==> src/common/iofm_consts.svh <==
`ifndef IOFM_CONSTS_SVH
`define IOFM_CONSTS_SVH

// ==========================================================
// Register byte addresses (index times four)
`define IOFM_IDX_PWE        8'h18
`define IOFM_IDX_ABI        8'h19
`define IOFM_IDX_MSK        8'h1a
`define IOFM_ADDR_PWE       8'h60
`define IOFM_ADDR_ABI       8'h64
`define IOFM_ADDR_MSK       8'h68
`define IOFM_ADDR_CTL       8'h80
`define IOFM_ADDR_STS       8'h84

// ==========================================================
// Reset values
`define IOFM_RST_PWE        24'h000000
`define IOFM_RST_ABI        24'h000000
`define IOFM_RST_MSK        24'h000000
`define IOFM_RST_CTL        3'h0

// ==========================================================
// Field positions
`define IOFM_PWE_TR         11
`define IOFM_PWE_TOV        12
`define IOFM_PWE_OFS_HI     23
`define IOFM_PWE_OFS_LO     13
`define IOFM_ABI_RES_HI     3
`define IOFM_ABI_UVW        4
`define IOFM_ABI_IOE        5
`define IOFM_ABI_PLH        6
`define IOFM_ABI_WDH        7
`define IOFM_ABI_IDX_HI     9
`define IOFM_ABI_IDX_LO     8
`define IOFM_ABI_AHE        12
`define IOFM_ABI_INV        15
`define IOFM_ABI_SLEW_HI    21
`define IOFM_ABI_SLEW_LO    16
`define IOFM_MSK_WARN       11
`define IOFM_CTL_PEO        0
`define IOFM_CTL_PES        1
`define IOFM_CTL_TCP        2
`define IOFM_MASKABLE       24'hdff7ff
`define IOFM_WARNINGS       24'h118000

// ==========================================================
// PWM error duty in 1/1600 steps, timing
`define IOFM_DUTY_BASE      11'd80
`define IOFM_DUTY_STEP      11'd90
`define IOFM_CLK_PERIOD_NS  50
`define IOFM_SLEW_UNIT_NS   125
`define IOFM_MAX_RES_CODE   4'd14

`endif

==> src/common/iofm_pkg.sv <==
package iofm_pkg;

    typedef struct packed {
        logic [23:0] pwm_error_enables_and_turns_align;
        logic [23:0] abi;
        logic [23:0] msk;
        logic [2:0]  ctl;
        logic        wr_pend;
        logic [7:0]  wr_addr;
        logic [31:0] rdata;
        logic [2:0]  q_raw;
        logic [2:0]  inc_out;
        logic [2:0]  inc_oe_n;
        logic [7:0]  slew_cnt;
        logic        agg;
        logic        caution;
        logic [11:0] turns;
        logic        pwm_half;
        logic [3:0]  pwm_code;
        logic [10:0] pwm_duty;
    } iofm_state_s;

endpackage

==> src/hdl/iofm_top.sv <==
// The AHB-Lite register port was decided locally.
`timescale 1ns/1ps
`include "iofm_consts.svh"
// Overview of operation
// - Temperature error reports 66.875% duty, half frequency
// - Turns overflow reports 72.5% duty, half frequency
// - Offset added to zero-crossing angle for turns
// - Misalignment over 180 degrees tolerated, not corrected
// - Quadrature gives 2^(14-n) cycles per turn
// - Commutation code is pole pairs minus one
// - Output-type bit selects commutation or quadrature
// - Incremental pins driven only when enabled
// - PLL unlock forces quadrature high before inversion
// - Watchdog trip forces quadrature high before inversion
// - Index mode sets index pulse width, placement
// - Hysteresis bit selects filtered angle for outputs
// - Polarity bit inverts incremental outputs
// - Slew code sets minimum A/B edge spacing in quadrature mode only
// - Mask bits 0-10 exclude errors from flag
// - Mask bits 12-20,22,23 exclude errors from flag
// - Warning mask suppresses caution summary bit
// - Duty mode halves carrier, reports top error
// - Turns follow PLL unless low power or unlocked
module iofm_top
    import iofm_pkg::*;
(
    input  wire logic        hclk,          // System clock
    input  wire logic        hresetn,       // Async reset, active low
    input  wire logic        hsel,          // Slave select
    input  wire logic [31:0] haddr,         // Byte address
    input  wire logic [1:0]  htrans,        // Transfer type
    input  wire logic        hwrite,        // Write strobe
    input  wire logic [2:0]  hsize,         // Transfer size
    input  wire logic [31:0] hwdata,        // Write data
    input  wire logic        hready,        // Bus ready in
    output logic      [31:0] hrdata,        // Read data
    output logic             hreadyout,     // Ready out
    output logic             hresp,         // Always OKAY
    input  wire logic [15:0] angle_raw,     // Unfiltered angle
    input  wire logic [15:0] angle_hys,     // Hysteresis angle
    input  wire logic [11:0] zcd_angle,     // Zero-crossing angle
    input  wire logic [11:0] pll_angle,     // PLL angle
    input  wire logic        pll_locked,    // PLL lock
    input  wire logic        low_power,     // Low-power mode
    input  wire logic        hf_wdog_trip,  // Watchdog trip
    input  wire logic [23:0] err_active,    // Errors, mask order
    input  wire logic [12:0] pwm_err_src,   // Errors, enable order
    output logic      [2:0]  inc_out,       // I/A/B or U/V/W
    output logic      [2:0]  inc_oe_n,      // Pin enable, low drives
    output logic             aggregate_error_flag, // Unmasked error
    output logic             caution_summary_bit,  // Unmasked warning
    output logic      [11:0] turns_angle,   // Angle for turns
    output logic             pwm_half_freq, // Halve carrier
    output logic      [3:0]  pwm_err_code,  // Reported error, 0 none
    output logic      [10:0] pwm_err_duty   // Duty, 1/1600 units
);

    iofm_state_s s;
    iofm_state_s n;

    // ==========================================================
    // Helper functions

    // Slew hold in whole clock cycles, rounded up
    function automatic logic [7:0] slew_cycles(input logic [5:0] code);
        int ns;
        ns = (int'(code) + 1) * `IOFM_SLEW_UNIT_NS;
        return 8'((ns + `IOFM_CLK_PERIOD_NS - 1) / `IOFM_CLK_PERIOD_NS);
    endfunction

    // Register map read; unmapped offsets return zero
    function automatic logic [31:0] reg_read(input logic [7:0] a, input iofm_state_s st);
        logic [31:0] v;
        v = 32'h00000000;
        case (a)
            `IOFM_ADDR_PWE: v = {8'h00, st.pwm_error_enables_and_turns_align};
            `IOFM_ADDR_ABI: v = {8'h00, st.abi};
            `IOFM_ADDR_MSK: v = {8'h00, st.msk};
            `IOFM_ADDR_CTL: v = {29'h00000000, st.ctl};
            `IOFM_ADDR_STS: v = {8'h00, st.turns, 1'b0, st.inc_out, (st.slew_cnt != 8'h00),
                                 st.pwm_half, st.pwm_code, st.caution, st.agg};
            default:        v = 32'h00000000;
        endcase
        return v;
    endfunction

    // ==========================================================
    // Next-state logic
    logic        force_c;
    logic        agg_c;
    logic [15:0] ang_c;
    logic [3:0]  res_c;
    logic [2:0]  tgt_c;

    always_comb begin
        logic [15:0] step;
        logic [15:0] wmask;
        logic [15:0] elec;
        logic [18:0] sect;
        logic        idx;
        logic        hit;
        logic [3:0]  pick;
        n = s;
        step = 16'h0000;
        wmask = 16'h0000;
        elec = 16'h0000;
        sect = 19'h00000;
        idx = 1'b0;
        hit = 1'b0;
        pick = 4'h0;

        // Register writes in the data phase
        if (s.wr_pend) begin
            case (s.wr_addr)
                `IOFM_ADDR_PWE: n.pwm_error_enables_and_turns_align = hwdata[23:0];
                `IOFM_ADDR_ABI: n.abi = hwdata[23:0];
                `IOFM_ADDR_MSK: n.msk = hwdata[23:0];
                `IOFM_ADDR_CTL: n.ctl = hwdata[2:0];
                default: ;
            endcase
        end
        n.wr_pend = 1'b0;
        if (hsel && htrans[1] && hready) begin
            n.wr_pend = hwrite;
            n.wr_addr = haddr[7:0];
        end

        // Error flag and caution summary
        agg_c = |(err_active & ~s.msk & `IOFM_MASKABLE);
        n.agg = agg_c;
        n.caution = !s.msk[`IOFM_MSK_WARN] && |(err_active & ~s.msk & `IOFM_WARNINGS);

        // Turns angle; misalignment over half a turn is left to software
        if (s.ctl[`IOFM_CTL_TCP] && pll_locked && !low_power) begin
            n.turns = pll_angle;
        end else begin
            n.turns = zcd_angle + {s.pwm_error_enables_and_turns_align[`IOFM_PWE_OFS_HI:`IOFM_PWE_OFS_LO], 1'b0};
        end

        // PWM error report, lowest enable position has priority
        for (int i = 12; i >= 0; i--) begin
            if (s.pwm_error_enables_and_turns_align[i] && pwm_err_src[i]) begin
                hit = 1'b1;
                pick = 4'(i);
            end
        end
        if (s.ctl[`IOFM_CTL_PEO] && s.ctl[`IOFM_CTL_PES] && hit) begin
            n.pwm_half = 1'b1;
            n.pwm_code = pick + 4'h1;
            n.pwm_duty = `IOFM_DUTY_BASE + 11'(pick) * `IOFM_DUTY_STEP;
        end else begin
            n.pwm_half = 1'b0;
            n.pwm_code = 4'h0;
            n.pwm_duty = 11'h000;
        end

        // Incremental pattern
        ang_c = s.abi[`IOFM_ABI_AHE] ? angle_hys : angle_raw;
        res_c = s.abi[`IOFM_ABI_RES_HI:0];
        force_c = (s.abi[`IOFM_ABI_PLH] && !pll_locked) || (s.abi[`IOFM_ABI_WDH] && hf_wdog_trip);
        if (s.abi[`IOFM_ABI_UVW]) begin
            elec = 16'(ang_c * ({1'b0, res_c} + 5'h01));
            sect = 19'(elec * 3'h6);
            case (sect[18:16])
                3'h0:    tgt_c = 3'b100;
                3'h1:    tgt_c = 3'b110;
                3'h2:    tgt_c = 3'b010;
                3'h3:    tgt_c = 3'b011;
                3'h4:    tgt_c = 3'b001;
                default: tgt_c = 3'b101;
            endcase
        end else begin
            if (res_c > `IOFM_MAX_RES_CODE) begin
                res_c = `IOFM_MAX_RES_CODE;
            end
            step = ang_c >> res_c;
            wmask = 16'hffff >> res_c;
            case (s.abi[`IOFM_ABI_IDX_HI:`IOFM_ABI_IDX_LO])
                2'h0:    idx = (step == 16'h0000);
                2'h1:    idx = (step == 16'h0000) || (step == wmask);
                2'h2:    idx = (step == 16'h0000) || (step == wmask) || (step == 16'h0001);
                default: idx = (step == 16'h0000) || (step == wmask) || (step == 16'h0001)
                               || (step == wmask - 16'h0001);
            endcase
            tgt_c = {idx, step[1], step[1] ^ step[0]};
            if (force_c) begin
                tgt_c = 3'b111;
            end
        end
        if (s.abi[`IOFM_ABI_UVW]) begin
            n.q_raw = tgt_c;
            n.slew_cnt = 8'h00;
        end else if (s.slew_cnt != 8'h00) begin
            n.slew_cnt = s.slew_cnt - 8'h01;
        end else begin
            n.q_raw = tgt_c;
            if (s.abi[`IOFM_ABI_SLEW_HI:`IOFM_ABI_SLEW_LO] != 6'h00 && tgt_c[1:0] != s.q_raw[1:0]) begin
                n.slew_cnt = slew_cycles(s.abi[`IOFM_ABI_SLEW_HI:`IOFM_ABI_SLEW_LO]) - 8'h01;
            end
        end
        n.inc_out = n.q_raw ^ {3{s.abi[`IOFM_ABI_INV]}};
        n.inc_oe_n = {3{!s.abi[`IOFM_ABI_IOE]}};

        // Read data, with the current write already visible
        n.rdata = 32'h00000000;
        if (hsel && htrans[1] && hready && !hwrite) begin
            n.rdata = reg_read(haddr[7:0], n);
        end
    end

    always_ff @(posedge hclk or negedge hresetn) begin
        if (!hresetn) begin
            s <= '0;
            s.pwm_error_enables_and_turns_align <= `IOFM_RST_PWE;
            s.abi <= `IOFM_RST_ABI;
            s.msk <= `IOFM_RST_MSK;
            s.ctl <= `IOFM_RST_CTL;
            s.inc_oe_n <= 3'b111;
        end else begin
            s <= n;
        end
    end

    // ==========================================================
    // Outputs
    assign hrdata = s.rdata;
    assign hreadyout = 1'b1;
    assign hresp = 1'b0;
    assign inc_out = s.inc_out;
    assign inc_oe_n = s.inc_oe_n;
    assign aggregate_error_flag = s.agg;
    assign caution_summary_bit = s.caution;
    assign turns_angle = s.turns;
    assign pwm_half_freq = s.pwm_half;
    assign pwm_err_code = s.pwm_code;
    assign pwm_err_duty = s.pwm_duty;
endmodule

==> config.mk <==
export PLATFORM = sky130hd
export DESIGN_NAME = iofm_top
export DESIGN_NICKNAME = d
export VERILOG_FILES = /design/src/common/iofm_pkg.sv /design/src/hdl/iofm_top.sv
export VERILOG_INCLUDE_DIRS = /design/src /design/src/common
export SDC_FILE = /design/constraint.sdc
export NUM_CORES = 1
export LEC_CHECK = 0
export ABC_AREA = 1
export BUFFER_PORTS_ARGS = -buffer_cell sky130_fd_sc_hd__buf_2
export CAP_MARGIN = 30
export CORE_MARGIN = 8
export CORE_UTILIZATION = 41
export CTS_CLUSTER_SIZE = 28
export DETAILED_ROUTE_END_ITERATION = 8
export GPL_TIMING_DRIVEN = 1
export HOLD_SLACK_MARGIN = 0.05
export PLACE_DENSITY = 0.73
export SYNTH_ARGS = -nofsm -noshare
export SYNTH_HDL_FRONTEND = slang
export SYNTH_SLANG_ARGS = --single-unit
==> constraint.sdc <==
create_clock -name hclk -period 12.37 [get_ports hclk]
set_clock_uncertainty 0.05 [all_clocks]
set_input_delay 1.8555 -clock hclk [delete_from_list [all_inputs] [get_ports hclk]]
set_output_delay 1.8555 -clock hclk [all_outputs]
set_load 0.02 [all_outputs]
# Yosys cells after proc, flatten, opt, wreduce, memory -nomap -nowiden
# Cells that the tools add are included.
# totals
regBits	161
in_bits	170
output_inout_bits	70
elab_cells	147
# op_classes
addsub	10
n_mul	4
div	1
magnitude_cmp	1
n_eq_ne	19
n_shift	2
muxes	48
n_bitwise	4
reduce_logical	41
# ops
operator	count
$pmux 24 s5	1
$mux 24	4
$mux 75	1
$mux 4	15
$eq 8x7->1 const B	6
$div 32x7->32 const B	1
$eq 16x16->1	2
$mux 16	2
$and 24x24->24	1
$eq 8x8->1 const B	3
$logic_and 1x1->1	24
$mux 8	3
$not 24->24	1
$reduce_or 22->1	1
$mul 16x2->18 const B	1
$eq 16x1->1 const B	1
$logic_not 16->1	1
$mul 16x5->16	1
$reduce_bool 8->1	2
$shr 16x4->16	1
$shr 16x4->16 const A	1
$sub 15x1->16 const B	1
$sub 16x1->16 const B	1
$sub 8x1->8 const B	2
29 further kinds	53

# Depth between registers and ports, before layout
# logic_depth
depth_word	19
ltp_mapped	92

# Worst setup path after synthesis
# Ideal clock, no wire load.
# synth_path
path_type	reg-to-reg
from	register s[131] (netlist bit)
to	register s, in the netlist hrdata[7]
setup_ns	0.136
arrival_time_ns	9.881
required_ns	12.184
setup_slack_ns	2.302
path_stages_with_launch	76
n_path_buf	0
synth_period_minus_slack_ns	10.068
cell_sequence	dfrtp_1 > inv_1 > ha_1 > xnor2_1 > xor2_1 > fa_1 > fa_1 > inv_1 > fa_1 > inv_1 > ha_1 > nand2_1 > nand2_1 > nor2_1 > nand2_1 > nand2_1 > nand2_1 > nor2_1 > [... 40 more ...] > nand3_2 > nand2_2 > inv_2 > ha_1 > inv_1 > o31ai_1 > xor2_1 > inv_1 > nor3_2 > nand3_1 > nor2_1 > nand3_1 > nand3_1 > nand2_1 > nand2_1 > nand3_1 > nand2_1 > a21oi_1
# synth_lines
element	line_no	text
start, declared	iofm_top.sv:58	iofm_state_s s;
start signal, assigned	iofm_top.sv:220	s <= n;

==> flow_summary.toml <==
[setup_path]
cpMostUsedCell = "nand2_2"
r2r_start = "s[133]$_DFF_PN0_"
critical-path-max-stage-delay_ps = 530
rrSetupSlack_ps = 930
worstRegToRegCells = 77
worst-path-max-fanout = 10
crit_slowest_cell = "fa_1"
crit_arrival_ps = 11720
path_class = "flop to flop"
worst_r2r_endpoint = "hrdata[7]$_DFF_PN0_"
required_ps = 12650
crit_path_start_kind = "flop"
end_kind = "flop"

[global_route]
grt_pass1_wl_um = 67600
antenna_found_initial = 5
grt_max_degree = 69
grt_usage_pct = 18.4
overflow = 0
grt_pass1_vias = 14000

[timing]
tns_ps = 0
finalCriticalPeriod_ps = 11440
slew_violations = 0
worst_pin_slew_ps = 982
fmax_ghz = 0.0874
hold_viol = 0
max_slew_margin_pct = 34.0
setup_slack_ps = 927
setup_viol = 0
min_period_over_period_pct = 92.5

[floorplanning]
initial_utilization_pct = 41.4
fp.coreArea_mm2 = 0.0364
die_area_mm2 = 0.0432
die-height_um = 208
num_rows = 70
io_pins = 240
die-width_um = 208

[drt]
drt_pass1_iterations = 5
vias = 14200
via_per_inst = 5.23
wl_per_cell_um = 15.4
drc = 0
routed_wl_um = 41800
drtAntennaViolNets = 0
drt-initial-drc-count = 860

[place]
dp.cells = 2671
dp_slack_ps = 511
hpwlAfterDp_um = 33200
gp_congestion = 0.915
io_buffer_count = 190

[min_path]
hold_path_end = "inc_oe_n[0]$_DFF_PN1_"
hold_path_class = "flop to flop"
worstHoldStart = "s[120]$_DFF_PN0_"
hold_path_depth = 1

[logic_synthesis]
synth_area_mm2 = 0.0151
yosysSeqAreaShare_pct = 25.2
synthArstFlopShare_pct = 100
syn_avg_cell_area_um2 = 7.19
ys_warn_count = 0
synth_edf_count = 0
ys_ff_latch = 152
netlist_instances = 2099
synth-main-ff-cell = "dfrtp_1"
yosysUniqueCellTypes = 63

[cts]
worstSkewPairLatency_ps = 420
cts.htree.levels = 4
cts_tree = "done"
clock_path_buffers = 2
postCtsHoldBufs = 0
path_clk_slew_ps = 70
cts_num_sinks = 152
cts_made_buffers = 17
cts_root_buf = "clkbuf_16"

[run_status]
outcome = "completed"

[layout]
fin_cells = 2720
fin_nets = 2562
drive_gt1_share_pct = 18.7
area_growth_pct = 12.4

[flow_run]
cap_violations = 0
## through the flow
step	area [um^2]	hold WS (ps)	utilization (%)
3_5_place_dp	16200	320	44.3
4_1_cts	16700	328	45.9
5_1_grt	17000	335	46.5
2_1_floorplan	15100	298	-
3_3_place_gp	16100	311	44.3
6_report	17000	333	46.5
## what timing repair did
item                                    in CTS  in global routing
buffers inserted                             0                 11
resized for setup                            0                 23
endpoints found under the setup margin       0                  4
## cell usage in the layout, fill, tap and decap left out, types with 17 or more instances in the layout
master and count:
a41oi_1 18, buf_2 189, nand2_2 33, nor2_1 183, inv_2 23, buf_4 25
nand3_1 99, fa_1 51, inv_1 285, mux2_2 23, a21oi_1 104, nand2_1 501
nand4_1 25, dfrtp_1 148, clkbuf_16 17, xor2_1 47, o21ai_0 110, ha_1 105
or2_2 19, xnor2_1 19
## worst max-delay path: cells and delay by family (launching register included)
family	cells	cell delay, ps
DFF	1	440
adders and majority gates	6	2390
and+or+nand+nor	54	6290
buffers and inverters	12	1120
xor gates and xnor gates	1	300
AOI/OAI and AO/OA	4	730
## metal layers
| layer | track usage [%] | vias to the layer above | wire (um) |
|---|---|---|---|
| met1 | 23.2 | 6736 | 18100 |
| met5 | 0 | - | 11 |
| met4 | 5.58 | 2 | 935 |
| li1 | - | 6988 | - |
| met3 | 2.64 | 63 | 2080 |
| met2 | 32.2 | 424 | 20700 |
## cell usage after synthesis, drive strengths merged (2+ instances only)
library cell | count | share of area, %
mux2 | 23 | 1.7
nand4 | 32 | 1.8
o2111ai | 4 | 0.23
a41oi | 18 | 1.0
or2 | 19 | 0.79
o21ai | 126 | 4.2
a31oi | 2 | 0.083
clkinv | 4 | 0.099
inv | 309 | 7.7
nor4 | 6 | 0.25
nand3 | 112 | 4.1
a211oi | 7 | 0.35
nand2 | 548 | 15
o221ai | 3 | 0.17
conb | 2 | 0.050
a22o | 5 | 0.29
buf | 75 | 3.6
fa | 51 | 6.8
o21bai | 6 | 0.30
a221oi | 8 | 0.51
dfrtp | 151 | 25
a21boi | 3 | 0.15
o41ai | 2 | 0.12
nor3 | 19 | 0.70
xor2 | 50 | 3.0
a21oi | 105 | 3.5
o21a | 2 | 0.099
nor2 | 200 | 5.3
o31ai | 5 | 0.25
a2111oi | 2 | 0.12
o211ai | 6 | 0.30
nand3b | 6 | 0.30
o22ai | 9 | 0.37
ha | 107 | 8.9
a22oi | 2 | 0.099
clkbuf | 36 | 0.90
mux2i | 3 | 0.20
a21o | 4 | 0.20
xnor2 | 20 | 1.2
## how the worst max path moves through the flow
stage                startpoint                   to
3_5_place_dp   s[131]$_DFF_PN0_  hrdata[7]$_DFF_PN0_
6_report       s[133]$_DFF_PN0_  hrdata[7]$_DFF_PN0_
5_1_grt        s[132]$_DFF_PN0_  hrdata[7]$_DFF_PN0_
4_1_cts        s[131]$_DFF_PN0_  hrdata[7]$_DFF_PN0_
3_3_place_gp   s[131]$_DFF_PN0_  hrdata[7]$_DFF_PN0_
2_1_floorplan  s[131]$_DFF_PN0_  hrdata[7]$_DFF_PN0_
## final cells by class
type	count	area, um^2
clock buffer	19	443
fill	3603	19500
multi-input combinational	1533	9600
timing repair buffer	217	1190
clock inverter	13	136
sequential	152	3810
tap	468	586
antenna	5	12.5
inverter	313	1180
## flip-flops by register name, indices dropped and copies added (netlist names)
signal                count
inc_out                   3
turns_angle              12
caution_summary_bit       1
inc_oe_n                  1
hrdata                   24
pwm_err_duty             10
pwm_err_code              4
pwm_half_freq             1
aggregate_error_flag      1
s                        95
## logic make-up (layout without fill, tap and decap cells)
kind of cell	Yosys count	in the layout	synth area share [%]
xor gates and xnor gates	70	70	4.19
adders and majority gates	158	158	15.6
AOI/OAI and AO/OA	322	322	12.5
and+or+nand+nor	945	946	28.1
buffers and inverters	424	562	12.3
DFF	152	152	25.2
other	2	16	0.0498
muxes	26	26	1.92
Power is left out: the tool's default activity adds up to more than one toggle a clock period on the data nets, which glitch-free logic cannot reach.
